$ cat src/hw/aiss_pkg.sv
// aiss_pkg: constants and types shared by both ends of the scan sequencer
// assumes a 20 MHz clock common to host and card logic
package aiss_pkg;

  // clock and settling times
  localparam int CLK_MHZ        = 20;
  localparam int SETTLE_G1_US   = 15;
  localparam int SETTLE_GMAX_US = 50;
  localparam int SETTLE_EXT_US  = 100;
  localparam int SETTLE_G1_CYC   = SETTLE_G1_US * CLK_MHZ;
  localparam int SETTLE_GMAX_CYC = SETTLE_GMAX_US * CLK_MHZ;
  localparam int SETTLE_EXT_CYC  = SETTLE_EXT_US * CLK_MHZ;
  localparam int CNT_W           = 12;

  // four-location window
  localparam int ADDR_W = 2;
  localparam int DATA_W = 16;
  localparam logic [ADDR_W-1:0] LOC_CTRL = 2'h0;
  localparam logic [ADDR_W-1:0] LOC_CHAN = 2'h1;
  localparam logic [ADDR_W-1:0] LOC_GAIN = 2'h2;
  localparam logic [ADDR_W-1:0] LOC_DATA = 2'h3;

  // control word bits (write) and status bits (read)
  localparam int CB_CONV   = 0;
  localparam int CB_IRQEN  = 1;
  localparam int CB_SCAN   = 2;
  localparam int CB_TRIG   = 3;
  localparam int CB_EXTDLY = 4;
  localparam int SB_DONE   = 5;
  localparam int SB_BUSY   = 6;
  localparam int SB_SETTLE = 7;

  // channels and gains
  localparam int CHAN_W   = 5;
  localparam int N_CHAN   = 32;
  localparam int GAIN_W   = 2;
  localparam int RES_W    = 12;
  localparam logic [GAIN_W-1:0] GAIN_X1 = 2'h0;
  localparam logic [GAIN_W-1:0] GAIN_X8 = 2'h3;

  // result coding selection
  localparam logic [1:0] CODE_TWOS = 2'h2;
  localparam logic [RES_W-1:0] SIGN_FLIP = 12'h800;

  typedef enum logic [1:0] {
    AISS_IDLE = 2'b00,
    AISS_CONV = 2'b01
  } aiss_conv_t;

  typedef enum logic [1:0] {
    AISS_H_IDLE = 2'b00,
    AISS_H_WAIT = 2'b01
  } aiss_host_t;

endpackage : aiss_pkg

$ cat src/hw/aiss_bus_if.sv
// aiss_bus_if: memory-mapped window between host and card
// assumes both ends share clk; no tri-state, strobes are one-cycle pulses
`timescale 1ns/1ns
interface aiss_bus_if;
  logic [aiss_pkg::ADDR_W-1:0] addr;
  logic [aiss_pkg::DATA_W-1:0] wrData;
  logic                        wrStb;
  logic                        rdStb;
  logic [aiss_pkg::DATA_W-1:0] rdData;
  logic                        rdAck;
  logic                        irq;

  modport dev  (input addr, wrData, wrStb, rdStb,
                output rdData, rdAck, irq);
  modport host (output addr, wrData, wrStb, rdStb,
                input rdData, rdAck, irq);
endinterface : aiss_bus_if

$ cat src/hw/aiss_card_end.sv
// aiss_card_end: card control logic behind the four-location window
// assumes a converter that pulses adcDone with adcData when finished,
// and strap inputs diffMode and codeSel held steady after setup
//
// Function
// - card occupies exactly four mapped locations
// - 32 single-ended or 16 differential channels
// - channel byte write selects that channel directly
// - auto advance steps channel per accepted convert
// - auto advance off until software enables it
// - direct writes mix freely with auto advance
// - convert puts sample-hold into hold in the same cycle as adcStart
// - delay convert until input settled after change
// - extended delay setting lengthens settling hold-off
// - per-channel gain of 1, 2, 4, 8
// - 12-bit result readable at data location
// - result coding chosen by setup option
// - software enables interrupt, scan, external trigger
// - next channel settles during current conversion
`timescale 1ns/1ns
module aiss_card_end (
  input  wire logic                        clk,
  input  wire logic                        rst,
  aiss_bus_if.dev                          bus,
  input  wire logic                        extTrig,
  input  wire logic                        diffMode,
  input  wire logic [1:0]                  codeSel,
  input  wire logic                        adcDone,
  input  wire logic [aiss_pkg::RES_W-1:0]  adcData,
  output logic                             adcStart,
  output logic                             sampleHold,
  output logic [aiss_pkg::CHAN_W-1:0]      selAddr,
  output logic                             selEnable,
  output logic [aiss_pkg::GAIN_W-1:0]      ampGain
);

  typedef struct packed {
    aiss_pkg::aiss_conv_t                           state;
    logic [aiss_pkg::CHAN_W-1:0]                    chan;
    logic [aiss_pkg::CHAN_W-1:0]                    selA;
    logic                                           selEn;
    logic [aiss_pkg::N_CHAN-1:0][aiss_pkg::GAIN_W-1:0] gainTab;
    logic [aiss_pkg::GAIN_W-1:0]                    gain;
    logic [aiss_pkg::CNT_W-1:0]                     settle;
    logic                                           irqEn;
    logic                                           scanEn;
    logic                                           trigEn;
    logic                                           extDly;
    logic                                           convPend;
    logic                                           hold;
    logic                                           start;
    logic [aiss_pkg::RES_W-1:0]                     result;
    logic                                           done;
    logic                                           irq;
    logic [aiss_pkg::DATA_W-1:0]                    rdat;
    logic                                           ack;
  } aiss_card_t;

  aiss_card_t st_ff;
  aiss_card_t nxt_st;

  // settling count for a gain and delay setting
  function automatic logic [aiss_pkg::CNT_W-1:0] settleLoad(
    input logic [aiss_pkg::GAIN_W-1:0] g,
    input logic                        ext
  );
    if (ext)
      settleLoad = aiss_pkg::CNT_W'(aiss_pkg::SETTLE_EXT_CYC);
    else if (g == aiss_pkg::GAIN_X8)
      settleLoad = aiss_pkg::CNT_W'(aiss_pkg::SETTLE_GMAX_CYC);
    else
      settleLoad = aiss_pkg::CNT_W'(aiss_pkg::SETTLE_G1_CYC);
  endfunction : settleLoad

  // next channel in scan order, wrapping at the mode's channel count
  function automatic logic [aiss_pkg::CHAN_W-1:0] nextChan(
    input logic [aiss_pkg::CHAN_W-1:0] c,
    input logic                        diff
  );
    logic [aiss_pkg::CHAN_W-1:0] n;
    n = c + aiss_pkg::CHAN_W'(1);
    if (diff)
      n[aiss_pkg::CHAN_W-1] = 1'b0;
    nextChan = n;
  endfunction : nextChan

  logic                          chanWr;
  logic                          gainWr;
  logic                          ctrlWr;
  logic                          dataRd;
  logic                          convCmd;
  logic                          advance;
  logic [aiss_pkg::CHAN_W-1:0]   wrChan;
  logic [aiss_pkg::CHAN_W-1:0]   newChan;
  logic                          chanChg;
  logic [aiss_pkg::GAIN_W-1:0]   newGain;
  logic [aiss_pkg::DATA_W-1:0]   status;
  logic [aiss_pkg::RES_W-1:0]    coded;

  // address decode of the window
  // four location decode
  assign ctrlWr = bus.wrStb && (bus.addr == aiss_pkg::LOC_CTRL);
  assign chanWr = bus.wrStb && (bus.addr == aiss_pkg::LOC_CHAN);
  assign gainWr = bus.wrStb && (bus.addr == aiss_pkg::LOC_GAIN);
  assign dataRd = bus.rdStb && (bus.addr == aiss_pkg::LOC_DATA);

  // convert request from software or enabled trigger
  // external trigger gate
  assign convCmd = (ctrlWr && bus.wrData[aiss_pkg::CB_CONV]) ||
                   (st_ff.trigEn && extTrig);

  // channel field masked in differential mode
  assign wrChan = diffMode ?
                  {1'b0, bus.wrData[aiss_pkg::CHAN_W-2:0]} :
                  bus.wrData[aiss_pkg::CHAN_W-1:0];

  // channel target: a direct write overrides the scan step
  // step only when scanning enabled
  assign advance = st_ff.start && st_ff.scanEn;
  assign newChan = chanWr ? wrChan :
                   (advance ? nextChan(st_ff.chan, diffMode) : st_ff.chan);
  assign chanChg = chanWr || advance;
  assign newGain = (gainWr && !chanChg) ?
                   bus.wrData[aiss_pkg::GAIN_W-1:0] :
                   st_ff.gainTab[newChan];

  // status word and coded result
  assign status = aiss_pkg::DATA_W'({
                    (st_ff.settle != '0),
                    (st_ff.state == aiss_pkg::AISS_CONV),
                    st_ff.done, st_ff.extDly, st_ff.trigEn,
                    st_ff.scanEn, st_ff.irqEn, 1'b0});
  assign coded = (codeSel == aiss_pkg::CODE_TWOS) ?
                 (adcData ^ aiss_pkg::SIGN_FLIP) : adcData;

  // next-state logic
  always_comb
  begin
    nxt_st       = st_ff;
    nxt_st.start = 1'b0;
    nxt_st.ack   = bus.rdStb;
    // register writes
    if (ctrlWr)
    begin
      nxt_st.irqEn  = bus.wrData[aiss_pkg::CB_IRQEN];
      nxt_st.scanEn = bus.wrData[aiss_pkg::CB_SCAN];
      nxt_st.trigEn = bus.wrData[aiss_pkg::CB_TRIG];
      nxt_st.extDly = bus.wrData[aiss_pkg::CB_EXTDLY];
    end
    if (gainWr && !chanChg)
      nxt_st.gainTab[st_ff.chan] = bus.wrData[aiss_pkg::GAIN_W-1:0];
    nxt_st.chan = newChan;
    nxt_st.gain = newGain;
    // settling counter runs independently of conversion
    // settle overlaps conversion
    if (st_ff.settle != '0)
      nxt_st.settle = st_ff.settle - aiss_pkg::CNT_W'(1);
    // selector switching
    if (chanChg || !st_ff.selEn)
    begin
      nxt_st.selEn = !chanChg;
      nxt_st.selA  = newChan;
    end
    if (chanChg || (gainWr && newGain != st_ff.gain))
      nxt_st.settle = settleLoad(newGain, ctrlWr ?
                        bus.wrData[aiss_pkg::CB_EXTDLY] : st_ff.extDly);
    if (convCmd)
      nxt_st.convPend = 1'b1;
    // conversion sequencing
    case (st_ff.state)
      aiss_pkg::AISS_IDLE:
      begin
        if (st_ff.convPend && st_ff.settle == '0 && st_ff.selEn &&
            !chanChg)
        begin
          nxt_st.hold     = 1'b1;
          nxt_st.start    = 1'b1;
          nxt_st.convPend = convCmd;
          nxt_st.state    = aiss_pkg::AISS_CONV;
        end
      end
      aiss_pkg::AISS_CONV:
      begin
        if (adcDone)
        begin
          nxt_st.result = coded;
          nxt_st.hold   = 1'b0;
          nxt_st.state  = aiss_pkg::AISS_IDLE;
        end
      end
      default:
      begin
        nxt_st.state = aiss_pkg::AISS_IDLE;
        nxt_st.hold  = 1'b0;
      end
    endcase
    // done flag: set on completion wins over clear by data read
    // readable done flag
    if (st_ff.state == aiss_pkg::AISS_CONV && adcDone)
      nxt_st.done = 1'b1;
    else if (dataRd)
      nxt_st.done = 1'b0;
    nxt_st.irq = nxt_st.done && nxt_st.irqEn;
    // read data path, one cycle after the strobe
    case (bus.addr)
      aiss_pkg::LOC_CTRL: nxt_st.rdat = status;
      aiss_pkg::LOC_CHAN: nxt_st.rdat = aiss_pkg::DATA_W'(st_ff.chan);
      aiss_pkg::LOC_GAIN: nxt_st.rdat = aiss_pkg::DATA_W'(st_ff.gain);
      aiss_pkg::LOC_DATA: nxt_st.rdat = aiss_pkg::DATA_W'(st_ff.result);
      default:            nxt_st.rdat = '0;
    endcase
    if (!bus.rdStb)
      nxt_st.rdat = st_ff.rdat;
  end

  // state register
  always_ff @(posedge clk or posedge rst)
  begin
    if (rst)
    begin
      st_ff <= '0;
    end
    else
    begin
      st_ff <= nxt_st;
    end
  end

  // outputs straight from flops
  assign bus.rdData = st_ff.rdat;
  assign bus.rdAck  = st_ff.ack;
  assign bus.irq    = st_ff.irq;
  assign adcStart   = st_ff.start;
  assign sampleHold = st_ff.hold;
  assign selAddr    = st_ff.selA;
  assign selEnable  = st_ff.selEn;
  assign ampGain    = st_ff.gain;

endmodule : aiss_card_end

$ cat src/flat_wrapper.sv
// flat-port wrapper written by rule: the top's interface ports become plain ports
module aiss_card_end_flat 
  (clk, rst, extTrig, diffMode, codeSel, adcDone, adcData, adcStart, sampleHold, selAddr, selEnable, ampGain, bus_addr, bus_wrData, bus_wrStb, bus_rdStb, bus_rdData, bus_rdAck, bus_irq);
  aiss_bus_if bus_i ();
  input  wire logic clk;
  input  wire logic rst;
  input  wire logic extTrig;
  input  wire logic diffMode;
  input  wire logic [1:0] codeSel;
  input  wire logic adcDone;
  input  wire logic [aiss_pkg::RES_W-1:0] adcData;
  output logic adcStart;
  output logic sampleHold;
  output logic [aiss_pkg::CHAN_W-1:0] selAddr;
  output logic selEnable;
  output logic [aiss_pkg::GAIN_W-1:0] ampGain;
  input wire logic [$bits(bus_i.addr)-1:0] bus_addr;
  input wire logic [$bits(bus_i.wrData)-1:0] bus_wrData;
  input wire logic [$bits(bus_i.wrStb)-1:0] bus_wrStb;
  input wire logic [$bits(bus_i.rdStb)-1:0] bus_rdStb;
  output wire logic [$bits(bus_i.rdData)-1:0] bus_rdData;
  output wire logic [$bits(bus_i.rdAck)-1:0] bus_rdAck;
  output wire logic [$bits(bus_i.irq)-1:0] bus_irq;
  assign bus_i.addr = bus_addr;
  assign bus_i.wrData = bus_wrData;
  assign bus_i.wrStb = bus_wrStb;
  assign bus_i.rdStb = bus_rdStb;
  assign bus_rdData = bus_i.rdData;
  assign bus_rdAck = bus_i.rdAck;
  assign bus_irq = bus_i.irq;
  aiss_card_end u_core (.clk(clk), .rst(rst), .bus(bus_i), .extTrig(extTrig), .diffMode(diffMode), .codeSel(codeSel), .adcDone(adcDone), .adcData(adcData), .adcStart(adcStart), .sampleHold(sampleHold), .selAddr(selAddr), .selEnable(selEnable), .ampGain(ampGain));
endmodule
$ cat config.mk
export PLATFORM = sky130hd
export DESIGN_NAME = aiss_card_end_flat
export DESIGN_NICKNAME = d
export VERILOG_FILES = /design/src/hw/aiss_pkg.sv /design/src/hw/aiss_bus_if.sv /design/src/hw/aiss_card_end.sv /design/src/flat_wrapper.sv
export SDC_FILE = /design/constraint.sdc
export NUM_CORES = 1
export LEC_CHECK = 0
export ABC_AREA = 0
export BUFFER_PORTS_ARGS = -buffer_cell sky130_fd_sc_hd__buf_4
export CORE_ASPECT_RATIO = 0.8
export CORE_MARGIN = 1
export CORE_UTILIZATION = 49
export CTS_CLUSTER_DIAMETER = 120
export DETAILED_ROUTE_END_ITERATION = 8
export GPL_TIMING_DRIVEN = 0
export PLACE_DENSITY_LB_ADDON = 0.2
export SLEW_MARGIN = 20
export SYNTH_ARGS = -nofsm -noshare
export SYNTH_HDL_FRONTEND = slang
export SYNTH_SLANG_ARGS = --single-unit
$ cat constraint.sdc
create_clock -name clk -period 5.9 [get_ports clk]
set_clock_uncertainty 0.15 [all_clocks]
set_input_delay 1.475 -clock clk [delete_from_list [all_inputs] [get_ports clk]]
set_output_delay 1.475 -clock clk [all_outputs]
set_load 0.1 [all_outputs]
# Word-level counts from Yosys, hierarchy flattened
# Index checks and enable logic that the tools add are counted.
# W data, S select, Z words.
[op_classes]
addsub = 2
n_bitwise = 1
order_cmp = 3
n_reduce_logical = 28
eq_ne = 9
mux = 29
[op_table]
columns = ["operator", "count"]
rows = [
  ["$bwmux W64", 1],
  ["$pmux W16 S4", 1],
  ["$mux W12", 4],
  ["$logic_and A1 B1 Y1", 15],
  ["$mux W5", 3],
  ["$logic_not A12 Y1", 1],
  ["$lt A5 B6 Y1 const B", 2],
  ["$reduce_bool A12 Y1", 1],
  ["$sub A12 B1 Y12 const B", 1],
  ["$bmux W2 S5", 1],
  ["$demux W2 S5", 1],
  ["$mux W10", 1],
  ["$mux W2", 5],
  ["$eq A2 B2 Y1 const B", 4],
  ["$mux W1", 8],
  ["$add A5 B1 Y5 const B", 1],
  ["$ge A5 B1 Y1 const B", 1],
  ["$eq A2 B1 Y1 const B", 2],
  ["$logic_not A2 Y1", 2],
  ["$logic_or A1 B1 Y1", 4],
  ["$mux W4", 1],
  ["$pmux W2 S2", 1],
  ["$reduce_and A2 Y1", 2],
  ["$mux W3", 1],
  ["7 further kinds", 8],
]
[word_totals]
register_bits = 129

# Longest topological paths before layout
# Gate-level depths: netlist (run 1).
[depth]
ltp_word = 11
ltp_mapped = 16

# Worst setup path before layout (run 1)
# No wires, ideal clock.
[synth_path]
path_kind = "input -> register"
from = "input bus_addr[1]"
to = "register u_core.st_ff[40] (netlist name)"
setup_time_ns = 0.128
path_slack_ns = 1.897
n_path_buf = 3
required_time_ns = 5.622
stages = 13
arrival_time_ns = 3.726
path_cell_list = "and3b_1 -> buf_4 -> nand2b_1 -> buf_6 -> nand2_8 -> inv_8 -> buf_12 -> mux2i_1 -> o221a_1 -> a32o_2 -> or3_1 -> a41oi_2 -> mux2_1"
[synth_via]
elab_chain_cells = 10
[synth_lines]
columns = ["element", "line_no", "rtl"]
rows = [
  ["start, declared", "flat_wrapper.sv:17", "input wire logic [$bits(bus_i.addr)-1:0] bus_addr;"],
  ["$eq A2 B1 Y1", "aiss_card_end.sv:103", "assign chanWr = bus.wrStb && (bus.addr == aiss_pkg::LOC_CHAN);"],
  ["$logic_and A1 B1 Y1", "aiss_card_end.sv:103", ""],
  ["$mux W5 or $logic_or A1 B1 Y1 (tied branches)", "aiss_card_end.sv:120, aiss_card_end.sv:122", ""],
  ["$bmux W2 S5 or $logic_not A1 Y1 (tied branches)", "aiss_card_end.sv:125, aiss_card_end.sv:123", ""],
  ["$mux W2 (not written as such) or $logic_and A1 B1 Y1 (tied branches)", "aiss_card_end.sv:125, aiss_card_end.sv:123", ""],
  ["$mux W2", "aiss_card_end.sv:123", "assign newGain = (gainWr && !chanChg) ?"],
  ["$eq A2 B2 Y1 or $ne A2 B2 Y1 (tied branches)", "aiss_card_end.sv:69, aiss_card_end.sv:164", ""],
  ["$mux W10 or $logic_and A1 B1 Y1 (tied branches)", "aiss_card_end.sv:69, aiss_card_end.sv:164", ""],
  ["$mux W12 or $logic_or A1 B1 Y1 (tied branches)", "aiss_card_end.sv:67, aiss_card_end.sv:164", ""],
  ["$mux W12 or $reduce_bool A2 Y1 (tied branches)", "--", ""],
  ["end signal, assigned", "aiss_card_end.sv:225", "st_ff <= nxt_st;"],
  ["end, declared", "aiss_card_end.sv:59", "aiss_card_t st_ff;"],
]
# Parallel ways exist; a longest one is shown, timed or not. The select of a mux whose other input is x is not followed.
# A chain may end at the register's enable or synchronous reset.

# Worst setup path in the final report (run 1)
[layout_path]
from = "input bus_wrStb"
to = "register u_core.st_ff[40] (netlist name)"
[layout_via]
elab_chain_cells = 9
[layout_lines]
columns = ["element", "line_no", "rtl"]
rows = [
  ["start, declared", "flat_wrapper.sv:19", "input wire logic [$bits(bus_i.wrStb)-1:0] bus_wrStb;"],
  ["$logic_and A1 B1 Y1", "aiss_card_end.sv:103", ""],
  ["$mux W5 or $logic_or A1 B1 Y1 (tied branches)", "aiss_card_end.sv:120, aiss_card_end.sv:122", ""],
  ["$bmux W2 S5 or $logic_not A1 Y1 (tied branches)", "aiss_card_end.sv:125, aiss_card_end.sv:123", ""],
  ["$mux W2 (not written as such) or $logic_and A1 B1 Y1 (tied branches)", "aiss_card_end.sv:125, aiss_card_end.sv:123", ""],
  ["$mux W2", "aiss_card_end.sv:123", ""],
  ["$eq A2 B2 Y1 or $ne A2 B2 Y1 (tied branches)", "aiss_card_end.sv:69, aiss_card_end.sv:164", ""],
  ["$mux W10 or $logic_and A1 B1 Y1 (tied branches)", "aiss_card_end.sv:69, aiss_card_end.sv:164", ""],
  ["$mux W12 or $logic_or A1 B1 Y1 (tied branches)", "aiss_card_end.sv:67, aiss_card_end.sv:164", ""],
  ["$mux W12 or $reduce_bool A2 Y1 (tied branches)", "--", ""],
]
# Parallel ways exist; a longest one is shown, timed or not. The select of a mux whose other input is x is not followed.

==> reports/summary.txt, run 1 <==
==================================================================================
H-tree depth                                                                     4
Main flop type after synthesis                                             dfrtp_1
Clk sink count                                                                 124
Hold buffers post-CTS                                                            0
CTS clock-pin slew for the worst setup and hold paths                        50 ps
Leak                                                                   0.003573 uW
Number of placement rows                                                        37
Die span in x                                                             130.2 um
Die Ht                                                                    104.6 um
Count of buffers from port buffering                                            50
Starting utilization of the core area                                       50.25%
Slowest Stage Delay on Critical Path                                        540 ps
Asr flop ratio synth                                                        100.0%
Summed instance area of the synthesized netlist                          6444 um^2
Status                                                                complete, no violations
Slowest-stage cell, CP                                                   a2111oi_2
Number of antenna violations at the first check in global routing                0
MaxCap Viol Count                                                                0
Post-CTS setup repair buffer count                                               0
GRT Total Usage                                                             26.55%
Overall via count from detail_route                                           4926
CP Data Required Time                                                      6050 ps
Worst Setup Path Type                                                       in2reg
Number of global-route vias before repair                                     4821
Routed wire length                                                        16360 um
DP Worst Slack                                                             1111 ps
Crit path setup slack, layout                                              1513 ps
Part of the Yosys area used for sequential elements                         48.16%
Actual transition at the worst max-transition pin                         692.2 ps
Cell family with most CP delay                                        compound AO/OA/AOI/OAI gates
Routability congestion estimate                                             0.9252
Inserted Diodes                                                                  0
Power Dens Cells                                                      393.0 nW/um^2
RSZ-0062 raised after global routing                                         false
Total power consumption of the routed design                               3031 uW
Wire length of the first global-routing pass                              26410 um
Final Cell Area                                                          7712 um^2
# IOs                                                                           67
Syn_area_per_cell                                                       10.26 um^2
Flop and latch count out of synthesis                                          124
Grt total ovfl                                                                   0
Routed Antenna Nets                                                              0
Area of the placeable core                                              12820 um^2
Count of endpoints failing hold in the final timing report                       0
Clock insertion delay at the later pin of the skew report                   430 ps
Netlist cell types                                                              73
Max_slew headroom                                                           53.75%
Layout net count                                                               745
Signed area change from the synthesized netlist to the final layout         19.69%
Violation count after the first detailed-route iteration                       400
Cts bufs inserted                                                               17
Synth Instances                                                                628
Startpoint type of the worst setup path                                 input port
Placed Area                                                              7082 um^2
DIE AREA                                                                13620 um^2
Largest fanout of any net on the critical path                                  10
Tcrit/Tclk final                                                            74.35%
Maximum number of buffers from clock root to sink                                2
CTS tree                                                                       yes
Layout cells sized above 1                                                  27.17%
Hold Worst Slack                                                          327.6 ps
Critical Path Sink Type                                                   register
Crit path cell chain                                                  buf_4 > and3b_1 > buf_4 > nand2b_1 > buf_6 > nand2_8 > inv_8 > buf_12 > mux2i_1 > o221ai_1 > a2111oi_2 > o21ai_0 > a41oi_2 > mux2_1
Pin count of the biggest net entering global routing                            72
Timing-limited maximum frequency                                         228.0 MHz
Yosys warning count                                                              0
HPWL Detailed                                                             11830 um
Class of the most critical hold timing path                                reg2reg
Detailed Routing Iterations Pass 1                                               5
Average vias per placed instance                                             5.541
Number of remaining DRC errors                                                   0
Wirelength per Cell                                                       18.40 um
Maximum ir drop on the vdd rail                                           312.3 uV
Worst path buffer plus inverter count                                            5
Worst endpoint data arrival time                                           4540 ps
Most frequent cell on the critical path                                      buf_4
Fin crit period                                                            4387 ps
Number of flops mapped to enable cells by yosys                                  0
Clk root buf                                                             clkbuf_16
Count of final setup violators                                                   0
Post-cts repair resize count                                                     0
Final count of pins violating max slew                                           0
==================================================================================
==> worst register-to-register path: stages, from the launching register on <==
cell and delay [ps]:
dfrtp_1 520, ha_1 350, a31oi_1 200, o21ai_4 380, nand2_8 140, inv_8 100, buf_12 150, mux2i_1 350
o221ai_1 260, a2111oi_2 540, o21ai_0 170, a41oi_2 290, mux2_1 370
==> power by group <==
part	leakage (uW)	switching (uW)	internal, uW	total (uW)
combinational	0.00166	519	308	827
clock	0.000304	376	718	1090
sequential	0.00160	107	1000	1110
total	0.00357	1000	2030	3030
==> metrics by stage <==
stage,std cells,util [%],TNS [ps]
2_1_floorplan,631,-,0
3_3_place_gp,856,54.97,-38160
3_5_place_dp,857,55.22,0
4_1_cts,889,60.14,0
5_1_grt,889,60.14,0
6_report,889,60.14,0
==> kinds of logic (layout without fill, tap and decap cells) <==
kind of cell               Yosys count  after routing  synth area share, %
xor gates and xnor gates            12             12                1.631
AOI/OAI and AO/OA                  124            124                12.82
other                                1              4              0.05820
and+or+nand+nor                    193            193                14.39
adders and majority gates            5              5               0.9709
muxes                               88             88                14.99
DFF                                124            124                48.16
buffers and inverters               81            164                6.990
==> cell type report <==
type                            count  area (um^2)
Tap cell                          175        219.0
Clock inverter                     10        136.4
Inverter                           21        91.34
Buffer                             60        364.1
Clock buffer                       22        494.2
Sequential cell                   124         3103
Fill cell                        1070         5111
Multi-Input combinational cell    426         2902
Timing Repair Buffer               51        402.9
==> cell usage in the layout, fill, tap and decap left out, drive strengths merged, types with 7 or more instances in the layout <==
cell type  netlist  routed
o21ai           46      46
nand3           10      10
mux2            58      58
a21oi           23      23
clkbuf          23      45
nor3             8       8
a31oi            8       8
and2            10      10
nor2            32      32
xor2             7       7
nand2           98      98
mux2i           29      29
buf             37      88
inv             21      21
dfrtp          124     124
==> worst paths after layout <==
| check | slack [ps] | startpoint | endpoint | depth (start not counted) |
|---|---|---|---|---|
| hold reg to reg | 330 | u_core.st_ff[29] | u_core.bus.rdData[10] | 2 |
| hold / removal | 330 | u_core.st_ff[29] | u_core.bus.rdData[10] | 2 |
| min in group asynchronous | 950 | rst | u_core.selAddr[4] | 2 |
| setup / recovery | 1510 | bus_wrStb | u_core.st_ff[40] | 14 |
| setup reg to reg | 1810 | u_core.st_ff[123] | u_core.st_ff[40] | 12 |
| max in group asynchronous | 3930 | rst | u_core.st_ff[18] | 3 |
==> synthesized netlist by cell type, types with 8 or more instances <==
master	number	area [um^2]
inv_1	19	71.32
clkbuf_1	22	82.58
and2_1	9	56.30
nor2_1	32	120.1
buf_4	26	195.2
nor3_1	8	40.04
mux2i_1	29	290.3
dfrtp_1	124	3103
a31oi_1	8	50.05
o21ai_0	45	225.2
mux2_2	57	641.9
nand3_1	10	50.05
nand2_1	97	364.1
a21oi_1	23	115.1
==> flip-flops by register name (all words and copies together) (netlist names) <==
signal and count:
u_core.adcStart 1, u_core.ampGain 2, u_core.bus.irq 1, u_core.bus.rdAck 1
u_core.bus.rdData 12, u_core.sampleHold 1, u_core.selAddr 5, u_core.selEnable 1
u_core.st_ff 100
==> layer usage <==
metal / share of wire [%] / vias up / routed length [um] / track usage [%]
met2: 44 / 146 / 7226 / 36.59
met1: 48 / 2439 / 7922 / 40.52
met5: 0 / - / 0 / 0
li1: - / 2323 / - / -
met4: 1.4 / 0 / 222 / 8.970
met3: 6.0 / 18 / 985 / 6.247
(Power assumes the default switching activity.)
==> run 2, diff against run 1 <==
clock period = 3.58 ns   (was 5.9 ns; I/O delays follow)
==> run 2 against run 1 <==
  * Die area is the same
  * Critical path type is now reg2reg
  * Total power increased by 59%
  * Largest power group unchanged
  * Sequential share of layout area is 0.88 points lower
  * Cell count increased by 0.67%
  * Global-route usage grew 0.061 points
  * Critical path depth is 1 higher
  * First-iteration DRC count increased by 1.3%
  * Design area grew 2.3%
  * Highest routed layer unchanged
  * Setup slack worse by 1400 ps
  * Count of clock-buffer cells in the layout rose by 1
  * Sequential power rose by 66%
  * Utilization grew 1.4 points
==> reports/summary.txt, run 2 (synthesis gave the netlist of run 1 again) <==
==================================================================================
Worst min-delay path startpoint                                       u_core.st_ff[28]
Crit path setup slack, layout                                             77.07 ps   -1436 ps
Number of global-route vias before repair                                     5081   +5.4%
DP Worst Slack                                                           -608.4 ps   -1720 ps
Starting utilization of the core area                                       50.25%   unchanged
Clk sink count                                                                 124   unchanged
Count of placed standard cells including taps                                  860   +0.35%
Inserted Diodes                                                                  0   unchanged
CTS clock-pin slew for the worst setup and hold paths                        50 ps   about the same
Timing-limited maximum frequency                                         285.5 MHz
Maximum ir drop on the vdd rail                                           432.1 uV   +38%
Wire length of the first global-routing pass                              26770 um   +1.3%
CP Data Required Time                                                      3730 ps   -2320 ps
Routed wire length                                                        16800 um   +2.7%
Number of placement rows                                                        37   unchanged
Routed Antenna Nets                                                              0   unchanged
Cts bufs inserted                                                               17   unchanged
Class of the most critical hold timing path                                reg2reg
Layout net count                                                               756   +1.5%
Area of the placeable core                                              12820 um^2   unchanged
Routability congestion estimate                                             0.9300   +0.52%
Number of remaining DRC errors                                                   0   unchanged
Power Dens Cells                                                      610.6 nW/um^2   +55%
Commonest cells after routing, fill and taps aside                    122 x dfrtp_1, 97 x nand2_1, 80 x buf_4
Crit path cell chain                                                  buf_6 > clkinvlp_4 > ha_4 > nand3_1 > a31o_1 > buf_6 > inv_4 > buf_12 > nand2_1 > nand3_1 > a311oi_1 > a32o_2 > or3_4 > a41oi_4 > mux2_1
Final count of pins violating max slew                                           0   unchanged
Clk root buf                                                             clkbuf_16
HPWL Detailed                                                             12120 um   +2.4%
Leak                                                                   0.003595 uW   +0.62%
Slowest Stage Delay on Critical Path                                        390 ps   -150 ps
H-tree depth                                                                     4   unchanged
Pin count of the biggest net entering global routing                            34   -53%
Reg-to-reg critical path startpoint                                   u_core.st_ff[122]
Violation count after the first detailed-route iteration                       405   +1.3%
Worst endpoint data arrival time                                           3650 ps   -890 ps
Overall via count from detail_route                                           5025   +2.0%
Worst Setup SP                                                        u_core.st_ff[122]
MaxCap Viol Count                                                                0   unchanged
Critical Path Sink Type                                                   register
DIE AREA                                                                13620 um^2   unchanged
Hold buffers post-CTS                                                            0   unchanged
Fin crit period                                                            3503 ps
Commonest non-fill, non-tap cell in the layout                             dfrtp_1
Startpoint type of the worst setup path                                   register
Signed area change from the synthesized netlist to the final layout         22.47%
Largest fanout of any net on the critical path                                  10   unchanged
Tcrit/Tclk final                                                            97.85%
Number of antenna violations at the first check in global routing                0   unchanged
Cell family with most CP delay                                        compound AO/OA/AOI/OAI gates
Worst path buffer plus inverter count                                            5   unchanged
Grt total ovfl                                                                   0   unchanged
Average vias per placed instance                                             5.615   +1.3%
Count of endpoints failing hold in the final timing report                       0   unchanged
Maximum number of buffers from clock root to sink                                2   unchanged
Register with the most flip-flops                                     u_core.st_ff
Die Ht                                                                    104.6 um   unchanged
GRT Total Usage                                                             26.61%   +0.061 points
Slowest-stage cell, CP                                                     dfrtp_1
Die span in x                                                             130.2 um   unchanged
Final Non-Filler Cells                                                         895   +0.67%
Actual transition at the worst max-transition pin                         751.6 ps   +59.37 ps
Max_slew headroom                                                           49.79%   -4.0 points
Clock insertion delay at the later pin of the skew report                   420 ps   about the same
Number of flip-flops under the largest register name                           100   unchanged
Count of final setup violators                                                   0   unchanged
Count of buffers from port buffering                                            50   unchanged
Detailed Routing Iterations Pass 1                                               4   -1
Number of filler instances in the final layout                                1088   +1.7%
Status                                                                complete, no violations
Layout cells sized above 1                                                  29.31%   +2.1 points
# IOs                                                                           67   unchanged
CTS tree                                                                       yes
Worst Setup Path Type                                                      reg2reg
Wirelength per Cell                                                       18.77 um   +2.0%
Setup slack of the most critical reg-to-reg path                             80 ps   -1730 ps
==================================================================================
run 2: cell type report:
cell class                 count  area [um^2]  share of cell area (%)
tap                          175        219.0                   2.775
multi-input combinational    426         3018                   38.24
inverter                      21        96.34                   1.221
sequential                   124         3105                   39.35
timing repair buffer          62        534.3                   6.770
clock buffer                  23        467.9                   5.930
clock inverter                 4        45.04                  0.5708
buffer                        60        405.4                   5.137
run 2: repair_timing:
item | CTS | global route
gates resized for setup | 18 | 18
gates cloned | 1 | 0
setup buffers | 2 | 5
pin swaps | 4 | 8
endpoints found under the setup margin | 12 | 11
run 2: metal layers:
metal / up-vias / routed length (um) / GRT usage [%]
li1: 2341 / - / -
met1: 2500 / 7719 / 38.19
met2: 168 / 7614 / 38.41
met3: 16 / 1167 / 6.861
met4: 0 / 295 / 10.13
met5: - / 0 / 0
run 2: final timing paths:
path	cells past startpoint	end
max	15	u_core.st_ff[40]
min	2	u_core.bus.rdData[9]
max reg2reg	15	u_core.st_ff[40]
min reg2reg	2	u_core.bus.rdData[9]
max in group asynchronous	4	u_core.st_ff[63]
min in group asynchronous	2	u_core.st_ff[41]
run 2: worst reg2reg max path: stages (launching register included):
cell	delay [ps]
dfrtp_1	390
buf_6	140
clkinvlp_4	100
ha_4	300
nand3_1	100
a31o_1	230
buf_6	160
inv_4	110
buf_12	150
nand2_1	60
nand3_1	130
a311oi_1	110
a32o_2	280
or3_4	340
a41oi_4	280
mux2_1	350
run 2: report_power, final:
part / total, uW / internal [uW] / switching [uW]
clock network: 1520 / 965 / 557
logic: 1460 / 572 / 889
registers: 1840 / 1650 / 181
run 2: stage by stage:
stage	setup TNS, ps	util (%)	power [uW]	area (um^2)	hold WS [ps]
floorplan	0	-	2853	6460	291.8
global placement	-6617	55.01	3155	7054	311.8
detailed placement	-6651	55.75	3213	7149	320.0
CTS	0	60.62	4798	7774	336.1
global route	-139.4	61.54	5057	7891	351.9
finish	0	61.54	4818	7891	328.9
